$ cat src/logic/trbg_regs.svh
// register addresses, field positions, reset values and clock ratios of the tone and buzzer block
`ifndef TRBG_REGS_SVH
`define TRBG_REGS_SVH

// command byte: register address in bits 7..4, read request in bit 2
`define TRBG_CMD_ADDR_HI     7
`define TRBG_CMD_ADDR_LO     4
`define TRBG_CMD_READ_BIT    2

`define TRBG_ADDR_CLOCK      4'h0
`define TRBG_ADDR_ROUTING    4'h4
`define TRBG_ADDR_RX_GAIN    4'h6
`define TRBG_ADDR_TONE_CTRL  4'h7
`define TRBG_ADDR_FREQ_FIRST 4'h8
`define TRBG_ADDR_FREQ_SEC   4'h9
`define TRBG_ADDR_RANGE      4'ha
`define TRBG_ADDR_BUZZER     4'hb

`define TRBG_RST_CLOCK       8'h00
`define TRBG_RST_ROUTING     8'h00
`define TRBG_RST_RX_GAIN     8'h00
`define TRBG_RST_TONE_CTRL   8'h00
`define TRBG_RST_FREQ        8'h00
`define TRBG_RST_RANGE       8'h00
`define TRBG_RST_BUZZER      8'h00

`define TRBG_CLK_SEL_HI      7
`define TRBG_CLK_SEL_LO      6
`define TRBG_ROUTE_RING_BIT  2
`define TRBG_SIDETONE_BIT    5
`define TRBG_GAIN_HI         3
`define TRBG_GAIN_LO         0
`define TRBG_ATT_HI          7
`define TRBG_ATT_LO          4
`define TRBG_FIRST_EN_BIT    3
`define TRBG_SECOND_EN_BIT   2
`define TRBG_WAVE_BIT        1
`define TRBG_TO_TX_BIT       0
`define TRBG_BZ_EN_BIT       7
`define TRBG_BZ_POL_BIT      6
`define TRBG_DUTY_HI         5
`define TRBG_DUTY_LO         0

// master clock divided down to 512 kHz: ratios for 512k, 1.536M, 2.048M, 2.56M
`define TRBG_DIV_512K        3'h1
`define TRBG_DIV_1536K       3'h3
`define TRBG_DIV_2048K       3'h4
`define TRBG_DIV_2560K       3'h5

// 17-bit phase at 512 kHz gives a 3.90625 Hz step per increment
`define TRBG_PHASE_W         17
// second tone scaled by 203/256, about -2 dB
`define TRBG_SECOND_GAIN     9'sh0cb
`define TRBG_SQUARE_AMP      9'sh07f

`endif

$ cat src/logic/trbg_pkg.sv
// types shared by the tone and buzzer block
package trbg_pkg;

    typedef enum logic [1:0] {
        PORT_IDLE = 2'b00,
        PORT_CMD  = 2'b01,
        PORT_DATA = 2'b11,
        PORT_DONE = 2'b10
    } trbg_port_state_t;

    typedef enum logic [1:0] {
        RANGE_STD    = 2'b00,
        RANGE_HALVED = 2'b01,
        RANGE_DOUBLE = 2'b10,
        RANGE_BOTH   = 2'b11
    } trbg_range_t;

endpackage

$ cat src/logic/trbg_sine_rom.sv
// quarter-wave sine table with registered output, amplitude 127
module trbg_sine_rom (
    input  wire logic              sys_clk,
    input  wire logic              reset,
    input  wire logic [5:0]        phase,
    output logic signed [8:0]      sine_q
);
    logic [3:0] idx;
    logic [7:0] mag;

    assign idx = phase[4] ? ~phase[3:0] : phase[3:0];

    always_comb begin
        unique case (idx)
            4'h0: mag = 8'h06;
            4'h1: mag = 8'h13;
            4'h2: mag = 8'h1f;
            4'h3: mag = 8'h2b;
            4'h4: mag = 8'h36;
            4'h5: mag = 8'h41;
            4'h6: mag = 8'h4c;
            4'h7: mag = 8'h55;
            4'h8: mag = 8'h5e;
            4'h9: mag = 8'h66;
            4'ha: mag = 8'h6d;
            4'hb: mag = 8'h73;
            4'hc: mag = 8'h78;
            4'hd: mag = 8'h7b;
            4'he: mag = 8'h7e;
            4'hf: mag = 8'h7f;
        endcase
    end

    always_ff @(posedge sys_clk or posedge reset) begin
        if (reset) begin
            sine_q <= 9'sh000;
        end else if (phase[5]) begin
            sine_q <= -$signed({1'b0, mag});
        end else begin
            sine_q <= $signed({1'b0, mag});
        end
    end
endmodule

$ cat src/logic/trbg_tone_gen.sv
// tone, ring and buzzer generator with its two-byte serial control port
// How it works
// - extra receive gain code is the low nibble of the receive gain register
// - upper nibble of tone control drives the ring attenuator code
// - tone control bits 3 and 2 enable first and second tone sources
// - a single enabled source runs at its own frequency register
// - both sources enabled: generator output is their sum
// - second source is scaled about 2 dB below the first
// - tone control bit 1 picks sine or square waveform
// - tone control bit 0 puts generator output on the transmit path
// - frequency is register value over 0.128, 0.256 or 0.064 Hz
// - range register bits 1 and 0 choose standard, halved or doubled
// - buzzer control bit 7 sends first-tone PWM to the buzzer pin
// - buzzer duty is the 6-bit field times 0.78125 percent
// - both sources enabled: buzzer PWM gated by second-tone square wave
// - buzzer control bit 6 picks whether duty counts high or low time
// - buzzer disabled or powered down: pin rests at the polarity bit
// - registers accessed by command byte then data byte
// - routing register bit 2 steers ring to extra or earpiece amplifier
// - sidetone enable bit, forced off while transmit path is disabled
`include "trbg_regs.svh"

module trbg_tone_gen (
    input  wire logic              sys_clk,
    input  wire logic              reset,
    input  wire logic              cs_n,
    input  wire logic              cclk,
    input  wire logic              ci,
    output logic                   co_out,
    output logic                   co_oe_n,
    input  wire logic              mclk,
    input  wire logic              power_down,
    input  wire logic              tx_path_enable,
    input  wire logic signed [9:0] tx_amp_sample,
    output logic signed [9:0]      tx_path_sample,
    output logic signed [9:0]      tone_sample,
    output logic [3:0]             ring_atten_code,
    output logic [3:0]             extra_gain_code,
    output logic                   ring_route_select,
    output logic                   sidetone_active,
    output logic                   buzzer_output
);
    localparam int PW = `TRBG_PHASE_W;

    // input synchronisers: order {power_down, tx_path_enable, mclk, ci, cclk, cs_n}
    logic [5:0] meta_q;
    logic [5:0] sync_q;
    logic       cclk_d_q;
    logic       mclk_d_q;
    logic       cs_n_s;
    logic       cclk_rise;
    logic       cclk_fall;
    logic       mclk_rise;
    logic       ci_s;
    logic       pd_s;
    logic       tx_en_s;

    always_ff @(posedge sys_clk or posedge reset) begin
        if (reset) begin
            meta_q   <= 6'h3d;
            sync_q   <= 6'h3d;
            cclk_d_q <= 1'b0;
            mclk_d_q <= 1'b1;
        end else begin
            meta_q   <= {power_down, tx_path_enable, mclk, ci, cclk, cs_n};
            sync_q   <= meta_q;
            cclk_d_q <= sync_q[1];
            mclk_d_q <= sync_q[3];
        end
    end

    assign cs_n_s    = sync_q[0];
    assign ci_s      = sync_q[2];
    assign tx_en_s   = sync_q[4];
    assign pd_s      = sync_q[5];
    assign cclk_rise = sync_q[1] & ~cclk_d_q;
    assign cclk_fall = ~sync_q[1] & cclk_d_q;
    assign mclk_rise = sync_q[3] & ~mclk_d_q;

    // serial control port
    trbg_pkg::trbg_port_state_t state_q;
    logic [2:0] bit_cnt_q;
    logic [7:0] shin_q;
    logic [7:0] cmd_q;
    logic [7:0] shout_q;
    logic [7:0] byte_in;
    logic       wr_stb;

    logic [7:0] clock_q;
    logic [7:0] routing_q;
    logic [7:0] rx_gain_q;
    logic [7:0] tone_ctrl_q;
    logic [7:0] freq_first_q;
    logic [7:0] freq_sec_q;
    logic [7:0] range_q;
    logic [7:0] buzzer_q;

    assign byte_in = {shin_q[6:0], ci_s};

    function automatic logic [7:0] reg_read(input logic [3:0] addr);
        logic [7:0] v;
        v = 8'h00;
        unique case (addr)
            `TRBG_ADDR_CLOCK:      v = clock_q;
            `TRBG_ADDR_ROUTING:    v = routing_q;
            `TRBG_ADDR_RX_GAIN:    v = rx_gain_q;
            `TRBG_ADDR_TONE_CTRL:  v = tone_ctrl_q;
            `TRBG_ADDR_FREQ_FIRST: v = freq_first_q;
            `TRBG_ADDR_FREQ_SEC:   v = freq_sec_q;
            `TRBG_ADDR_RANGE:      v = range_q;
            `TRBG_ADDR_BUZZER:     v = buzzer_q;
            default:               v = 8'h00;
        endcase
        return v;
    endfunction

    always_ff @(posedge sys_clk or posedge reset) begin
        if (reset) begin
            state_q   <= trbg_pkg::PORT_IDLE;
            bit_cnt_q <= 3'h0;
            shin_q    <= 8'h00;
            cmd_q     <= 8'h00;
            shout_q   <= 8'h00;
        end else if (cs_n_s) begin
            // chip select high aborts any partial instruction
            state_q   <= trbg_pkg::PORT_IDLE;
            bit_cnt_q <= 3'h0;
        end else begin
            unique case (state_q)
                trbg_pkg::PORT_IDLE: begin
                    state_q   <= trbg_pkg::PORT_CMD;
                    bit_cnt_q <= 3'h0;
                end
                trbg_pkg::PORT_CMD: begin
                    if (cclk_rise) begin
                        shin_q    <= byte_in;
                        bit_cnt_q <= bit_cnt_q + 3'h1;
                        if (bit_cnt_q == 3'h7) begin
                            cmd_q   <= byte_in;
                            shout_q <= reg_read(byte_in[`TRBG_CMD_ADDR_HI:`TRBG_CMD_ADDR_LO]);
                            state_q <= trbg_pkg::PORT_DATA;
                        end
                    end
                end
                trbg_pkg::PORT_DATA: begin
                    if (cclk_rise) begin
                        shin_q    <= byte_in;
                        bit_cnt_q <= bit_cnt_q + 3'h1;
                        if (bit_cnt_q == 3'h7) begin
                            state_q <= trbg_pkg::PORT_DONE;
                        end
                    end
                    if (cclk_fall) begin
                        shout_q <= {shout_q[6:0], 1'b0};
                    end
                end
                trbg_pkg::PORT_DONE: begin
                    state_q <= trbg_pkg::PORT_DONE;
                end
            endcase
        end
    end

    assign wr_stb = !cs_n_s && state_q == trbg_pkg::PORT_DATA && cclk_rise && bit_cnt_q == 3'h7
                    && !cmd_q[`TRBG_CMD_READ_BIT];

    // read data leaves on falling edges so the host samples it on rising ones
    always_ff @(posedge sys_clk or posedge reset) begin
        if (reset) begin
            co_out  <= 1'b0;
            co_oe_n <= 1'b1;
        end else if (cs_n_s) begin
            co_oe_n <= 1'b1;
        end else if (cclk_fall) begin
            if (state_q == trbg_pkg::PORT_DATA && cmd_q[`TRBG_CMD_READ_BIT]) begin
                co_out  <= shout_q[7];
                co_oe_n <= 1'b0;
            end else begin
                co_oe_n <= 1'b1;
            end
        end
    end

    always_ff @(posedge sys_clk or posedge reset) begin
        if (reset) begin
            clock_q      <= `TRBG_RST_CLOCK;
            routing_q    <= `TRBG_RST_ROUTING;
            rx_gain_q    <= `TRBG_RST_RX_GAIN;
            tone_ctrl_q  <= `TRBG_RST_TONE_CTRL;
            freq_first_q <= `TRBG_RST_FREQ;
            freq_sec_q   <= `TRBG_RST_FREQ;
            range_q      <= `TRBG_RST_RANGE;
            buzzer_q     <= `TRBG_RST_BUZZER;
        end else if (wr_stb) begin
            unique case (cmd_q[`TRBG_CMD_ADDR_HI:`TRBG_CMD_ADDR_LO])
                `TRBG_ADDR_CLOCK:      clock_q      <= byte_in;
                `TRBG_ADDR_ROUTING:    routing_q    <= byte_in;
                `TRBG_ADDR_RX_GAIN:    rx_gain_q    <= byte_in;
                `TRBG_ADDR_TONE_CTRL:  tone_ctrl_q  <= byte_in;
                `TRBG_ADDR_FREQ_FIRST: freq_first_q <= byte_in;
                `TRBG_ADDR_FREQ_SEC:   freq_sec_q   <= byte_in;
                `TRBG_ADDR_RANGE:      range_q      <= byte_in;
                `TRBG_ADDR_BUZZER:     buzzer_q     <= byte_in;
                default:               ;
            endcase
        end
    end

    // 512 kHz tick from master clock; tone pitch then does not depend on mclk rate
    logic [2:0] div_ratio;
    logic [2:0] div_cnt_q;
    logic       tick;

    always_comb begin
        unique case (clock_q[`TRBG_CLK_SEL_HI:`TRBG_CLK_SEL_LO])
            2'b00: div_ratio = `TRBG_DIV_512K;
            2'b01: div_ratio = `TRBG_DIV_1536K;
            2'b10: div_ratio = `TRBG_DIV_2048K;
            2'b11: div_ratio = `TRBG_DIV_2560K;
        endcase
    end

    assign tick = mclk_rise && (div_cnt_q >= div_ratio - 3'h1);

    always_ff @(posedge sys_clk or posedge reset) begin
        if (reset) begin
            div_cnt_q <= 3'h0;
        end else if (tick) begin
            div_cnt_q <= 3'h0;
        end else if (mclk_rise) begin
            div_cnt_q <= div_cnt_q + 3'h1;
        end
    end

    // phase accumulators
    logic [PW-1:0] acc1_q;
    logic [PW-1:0] acc2_q;
    logic [PW-1:0] inc1;
    logic [PW-1:0] inc2;
    logic          en1;
    logic          en2;

    assign en1 = tone_ctrl_q[`TRBG_FIRST_EN_BIT];
    assign en2 = tone_ctrl_q[`TRBG_SECOND_EN_BIT];

    always_comb begin
        unique case (trbg_pkg::trbg_range_t'(range_q[1:0]))
            trbg_pkg::RANGE_HALVED: begin
                inc1 = PW'(freq_first_q);
                inc2 = PW'(freq_sec_q);
            end
            trbg_pkg::RANGE_DOUBLE: begin
                inc1 = PW'({freq_first_q, 2'b00});
                inc2 = PW'({freq_sec_q, 2'b00});
            end
            trbg_pkg::RANGE_STD, trbg_pkg::RANGE_BOTH: begin
                inc1 = PW'({freq_first_q, 1'b0});
                inc2 = PW'({freq_sec_q, 1'b0});
            end
        endcase
    end

    // each source has its own accumulator and frequency register
    always_ff @(posedge sys_clk or posedge reset) begin
        if (reset) begin
            acc1_q <= '0;
            acc2_q <= '0;
        end else if (pd_s) begin
            acc1_q <= '0;
            acc2_q <= '0;
        end else if (tick) begin
            acc1_q <= acc1_q + inc1;
            acc2_q <= acc2_q + inc2;
        end
    end

    logic signed [8:0]  sine1;
    logic signed [8:0]  sine2;
    logic signed [8:0]  wave1;
    logic signed [8:0]  wave2;
    logic signed [17:0] prod2;
    logic signed [9:0]  mix;

    trbg_sine_rom u_sine1 (
        .sys_clk (sys_clk),
        .reset   (reset),
        .phase   (acc1_q[PW-1:PW-6]),
        .sine_q  (sine1)
    );

    trbg_sine_rom u_sine2 (
        .sys_clk (sys_clk),
        .reset   (reset),
        .phase   (acc2_q[PW-1:PW-6]),
        .sine_q  (sine2)
    );

    always_comb begin
        if (tone_ctrl_q[`TRBG_WAVE_BIT]) begin
            wave1 = sine1;
            wave2 = sine2;
        end else begin
            wave1 = acc1_q[PW-1] ? -`TRBG_SQUARE_AMP : `TRBG_SQUARE_AMP;
            wave2 = acc2_q[PW-1] ? -`TRBG_SQUARE_AMP : `TRBG_SQUARE_AMP;
        end
        prod2 = wave2 * `TRBG_SECOND_GAIN;
        mix   = (en1 ? 10'(wave1) : 10'sh000)
              + (en2 ? 10'($signed(prod2[16:8])) : 10'sh000);
    end

    // generator is silent in power down; the host owns on/off cadence
    always_ff @(posedge sys_clk or posedge reset) begin
        if (reset) begin
            tone_sample    <= 10'sh000;
            tx_path_sample <= 10'sh000;
        end else begin
            tone_sample    <= pd_s ? 10'sh000 : mix;
            tx_path_sample <= tone_ctrl_q[`TRBG_TO_TX_BIT] ? tone_sample : tx_amp_sample;
        end
    end

    always_ff @(posedge sys_clk or posedge reset) begin
        if (reset) begin
            ring_atten_code   <= 4'h0;
            extra_gain_code   <= 4'h0;
            ring_route_select <= 1'b0;
            sidetone_active   <= 1'b0;
        end else begin
            ring_atten_code   <= tone_ctrl_q[`TRBG_ATT_HI:`TRBG_ATT_LO];
            extra_gain_code   <= rx_gain_q[`TRBG_GAIN_HI:`TRBG_GAIN_LO];
            ring_route_select <= routing_q[`TRBG_ROUTE_RING_BIT];
            sidetone_active   <= routing_q[`TRBG_SIDETONE_BIT] & tx_en_s;
        end
    end

    // buzzer: duty/128 of each first-tone period, compared on top 7 phase bits
    logic mark;
    logic gate;
    logic active;

    assign mark   = acc1_q[PW-1:PW-7] < {1'b0, buzzer_q[`TRBG_DUTY_HI:`TRBG_DUTY_LO]};
    assign gate   = !en2 || !acc2_q[PW-1];
    assign active = buzzer_q[`TRBG_BZ_EN_BIT] && en1 && !pd_s && mark && gate;

    always_ff @(posedge sys_clk or posedge reset) begin
        if (reset) begin
            buzzer_output <= 1'b0;
        end else begin
            buzzer_output <= buzzer_q[`TRBG_BZ_POL_BIT] ^ active;
        end
    end
endmodule

$ cat config.mk
export PLATFORM = sky130hd
export DESIGN_NAME = trbg_tone_gen
export DESIGN_NICKNAME = d
export VERILOG_FILES = /design/src/logic/trbg_pkg.sv /design/src/logic/trbg_sine_rom.sv /design/src/logic/trbg_tone_gen.sv
export VERILOG_INCLUDE_DIRS = /design/src /design/src/logic
export SDC_FILE = /design/constraint.sdc
export NUM_CORES = 1
export LEC_CHECK = 0
export BUFFER_PORTS_ARGS = -buffer_cell sky130_fd_sc_hd__clkbuf_2
export CORE_ASPECT_RATIO = 0.7
export CORE_MARGIN = 4
export CORE_UTILIZATION = 35
export DETAILED_ROUTE_END_ITERATION = 12
export SYNTH_ARGS = -nofsm -noshare
export SYNTH_HDL_FRONTEND = slang
export SYNTH_SLANG_ARGS = --single-unit
$ cat constraint.sdc
create_clock -name sys_clk -period 15.37 [get_ports sys_clk]
set_input_delay 1.537 -clock sys_clk [delete_from_list [all_inputs] [get_ports sys_clk]]
set_output_delay 1.537 -clock sys_clk [all_outputs]
set_load 0.01 [all_outputs]
==> flow_summary.yaml <==
sta:
  tightest_slew_ns: 1.29
  final-max-slew-violation-count: 0
  max_freq_ghz: 0.154
  hold_violations: 0
  max_slew_margin: 0.137
  finalSetupViolCount: 0
  setup_tns_ns: 0
  final.min_clock_period_ns: 6.51
  finalClockSkew_ns: 0.0110
  rsz0062_at_grt: "no"
  period_share: 0.423
routing:
  dr.pass1.iters: 4
  ant_nets: 0
  route.vias.total: 8779
  wire_per_inst_um: 16.8
  drc: 0
  drtIter0Drc: 649
  totalWireLength_um: 28500
  vias_per_cell: 5.17
floorplanning:
  die_h_um: 164
  dieArea_mm2: 0.0378
  rows: 56
  coreArea_mm2: 0.0338
  pin_count: 51
  initial_utilization: 0.359
  fp.dieW_um: 231
placement:
  port_buffers: 50
  hpwl_um: 20700
  finalWeightedCongestion: 0.832
synthesis:
  ys.flop_type: "dfrtp_1"
  yosysWarnings: 0
  syn-num-nets: 1339
  yosys_register_bits: 191
  synth.avg_cell_area_um2: 10.1
  async_flop_share: 1.00
  syn-instance-count: 1201
  ys_seq_area_frac: 0.395
  synth_edf_count: 0
  syn_area_mm2: 0.0121
  synth.distinct_cells: 88
cells_and_area:
  syn2layout_area_growth_pct: 10.4
  drive_above_1_share: 0.178
  nets: 1359
power:
  power.leakage_nw: 6.23
  p_total_mw: 1.08
  power_density_mw_per_mm2: 80.3
  irDropWorstVdd_mv: 0.0856
worst_setup_path:
  critPathTopFamily: "adder cells"
  crit_slowest_cell: "dfrtp_1"
  arrival_ns: 6.81
  crit_fanout: 29
  endpoint_kind: "register"
  startpoint_type: "register"
  max_stage_delay_ns: 0.88
  cp.required_ns: 15.67
  critPathLaunch: "tone_ctrl_q[1]$_DFFE_PP0P_"
  cp_cell_sequence: "nor2b_1, a21oi_1, inv_1, ha_1, inv_1, ha_1, inv_1, fa_1, fa_1, inv_1, ha_1, a21oi_1, o21ai_0, a221oi_2, xnor2_1, and2_1, ha_1, nand2_1, o21ai_0, o41ai_1, xor2_1, nor2_1"
  crit_buf_inv: 4
  crit_type: "reg -> reg"
  r2r_start: "tone_ctrl_q[1]$_DFFE_PP0P_"
run_status:
  outcome: "complete, no violations"
clock_tree:
  clockRootBuffer: "clkbuf_16"
  clkTransAtPathRegs_ns: 0.07
  postCtsSetupRepairBufs: 0
  clock-sinks: 191
  clk_latency_ns: 0.46
  cts_resized: 0
  cts_hold_buf: 0
  cts_tree: "yes"
  h-tree-depth: 4
  cts-buffers-inserted: 17
  cts_buffer_depth: 2
grt:
  grt_pass1_wl_um: 46500
  grt_antenna_before_repair: 1
  grtUsageTotal: 0.154
  grt_pass1_vias: 8311
  grt_max_degree: 135
  grt-ovfl-total: 0
job:
  drv_cap: 0
hold_path:
  hp-start: "meta_q[1]$_DFF_PP0_"
  hold_class: "reg -> reg"
-- final cells by class --
type                            count  area, µm²
Fill cell                        3279      20400
Tap cell                          464        581
Inverter                           83        319
Clock buffer                       20        447
Antenna cell                        1       2.50
Multi-Input combinational cell    870       6790
Clock inverter                     12        158
Timing Repair Buffer               58        310
Sequential cell                   191       4790
-- path summary, 6_finish.rpt --
check | cells past startpoint | slack, ns | endpoint
worst max-delay path | 22 | 8.86 | tone_sample[8]$_DFF_PP0_
worst min-delay path | 0 | 0.35 | sync_q[1]$_DFF_PP0_
worst max register to register | 22 | 8.86 | tone_sample[8]$_DFF_PP0_
worst min register to register | 0 | 0.35 | sync_q[1]$_DFF_PP0_
max in group asynchronous | 3 | 12.68 | div_cnt_q[1]$_DFFE_PP0P_
min in group asynchronous | 2 | 1.24 | ring_atten_code[1]$_DFF_PP0_
-- synth_stat cells (all sizes together), types with 20 or more instances --
master | n | share of area
mux2 | 91 | 0.084
ha | 101 | 0.10
nor2b | 21 | 0.011
nand2 | 95 | 0.030
inv | 83 | 0.026
dfrtp | 179 | 0.37
clkbuf | 44 | 0.014
a22oi | 35 | 0.022
a21oi | 56 | 0.023
nor2 | 81 | 0.025
nor3 | 22 | 0.010
o21ai | 63 | 0.026
nand3 | 20 | 0.0091
xnor2 | 44 | 0.034
-- registers in the layout, indices dropped and copies added (netlist names), 7 cells and up --
name / cells
u_sine1.sine_q: 9
acc2_q: 17
freq_sec_q: 8
tone_sample: 10
freq_first_q: 8
shout_q: 8
acc1_q: 17
rx_gain_q: 8
u_sine2.sine_q: 9
range_q: 8
clock_q: 8
tx_path_sample: 10
shin_q: 7
routing_q: 8
buzzer_q: 8
tone_ctrl_q: 8
-- power by group --
group          internal (mW)  switching, mW  total [mW]  leakage, nW
combinational         0.0239         0.0545      0.0784         3.36
sequential             0.512         0.0182       0.530         2.57
clock                  0.262          0.206       0.467        0.299
-- layer usage --
layer  track usage  vias to the layer above  wire length (µm)  part of all wire
li1              -                     4288                 -                 -
met1         0.244                     4311             15400              0.54
met2         0.205                      159             11200              0.39
met3        0.0451                       19              1650             0.058
met4        0.0275                        2               290             0.010
met5             0                        -                13           0.00046
-- placed cells by master, fill, tap and decap left out, types with 5 or more instances in the layout --
master / instances
buf_4: 8
dfrtp_1: 179
o21ai_1: 6
nand2b_1: 16
and2_1: 14
a21oi_1: 55
a21o_1: 16
nand2_1: 92
a2bb2oi_1: 6
ha_1: 101
clkbuf_16: 17
nor3b_1: 5
a211oi_1: 16
nor2b_1: 20
nor2_1: 80
a21boi_0: 10
o211ai_1: 7
a22oi_1: 35
dfstp_2: 12
fa_1: 19
inv_1: 82
or3_1: 7
o21bai_1: 6
nand4_1: 5
a31oi_1: 7
mux2_2: 91
clkbuf_2: 50
mux2i_1: 9
xnor2_1: 42
o21ai_0: 56
nand3_1: 18
nand3b_1: 5
xor2_1: 19
o22ai_1: 5
nor3_1: 20
-- cells by family after synthesis --
kind of cell,Yosys count,share of synthesized area
AND/OR/NAND/NOR,316,0.133
XOR/XNOR,63,0.0476
multiplexers,102,0.0956
flip-flops,191,0.395
buffers and inverters,140,0.0453
adder cells (fa/ha/maj),120,0.135
AO/OA/AOI/OAI,269,0.148
-- per-stage QoR --
stage          hold slack [ns]  area, µm²  cells   util  setup slack [ns]
6_report                 0.352      13400   1699  0.396              8.86
5_1_grt                  0.358      13400   1698  0.396              8.25
4_1_cts                  0.358      13400   1698  0.396              8.91
3_5_place_dp             0.346      12800   1666  0.378              8.96
3_3_place_gp             0.337      12800   1666  0.378              9.13
2_1_floorplan            0.331      12100   1201      -              8.65
Power figures use the tool's default switching activity.
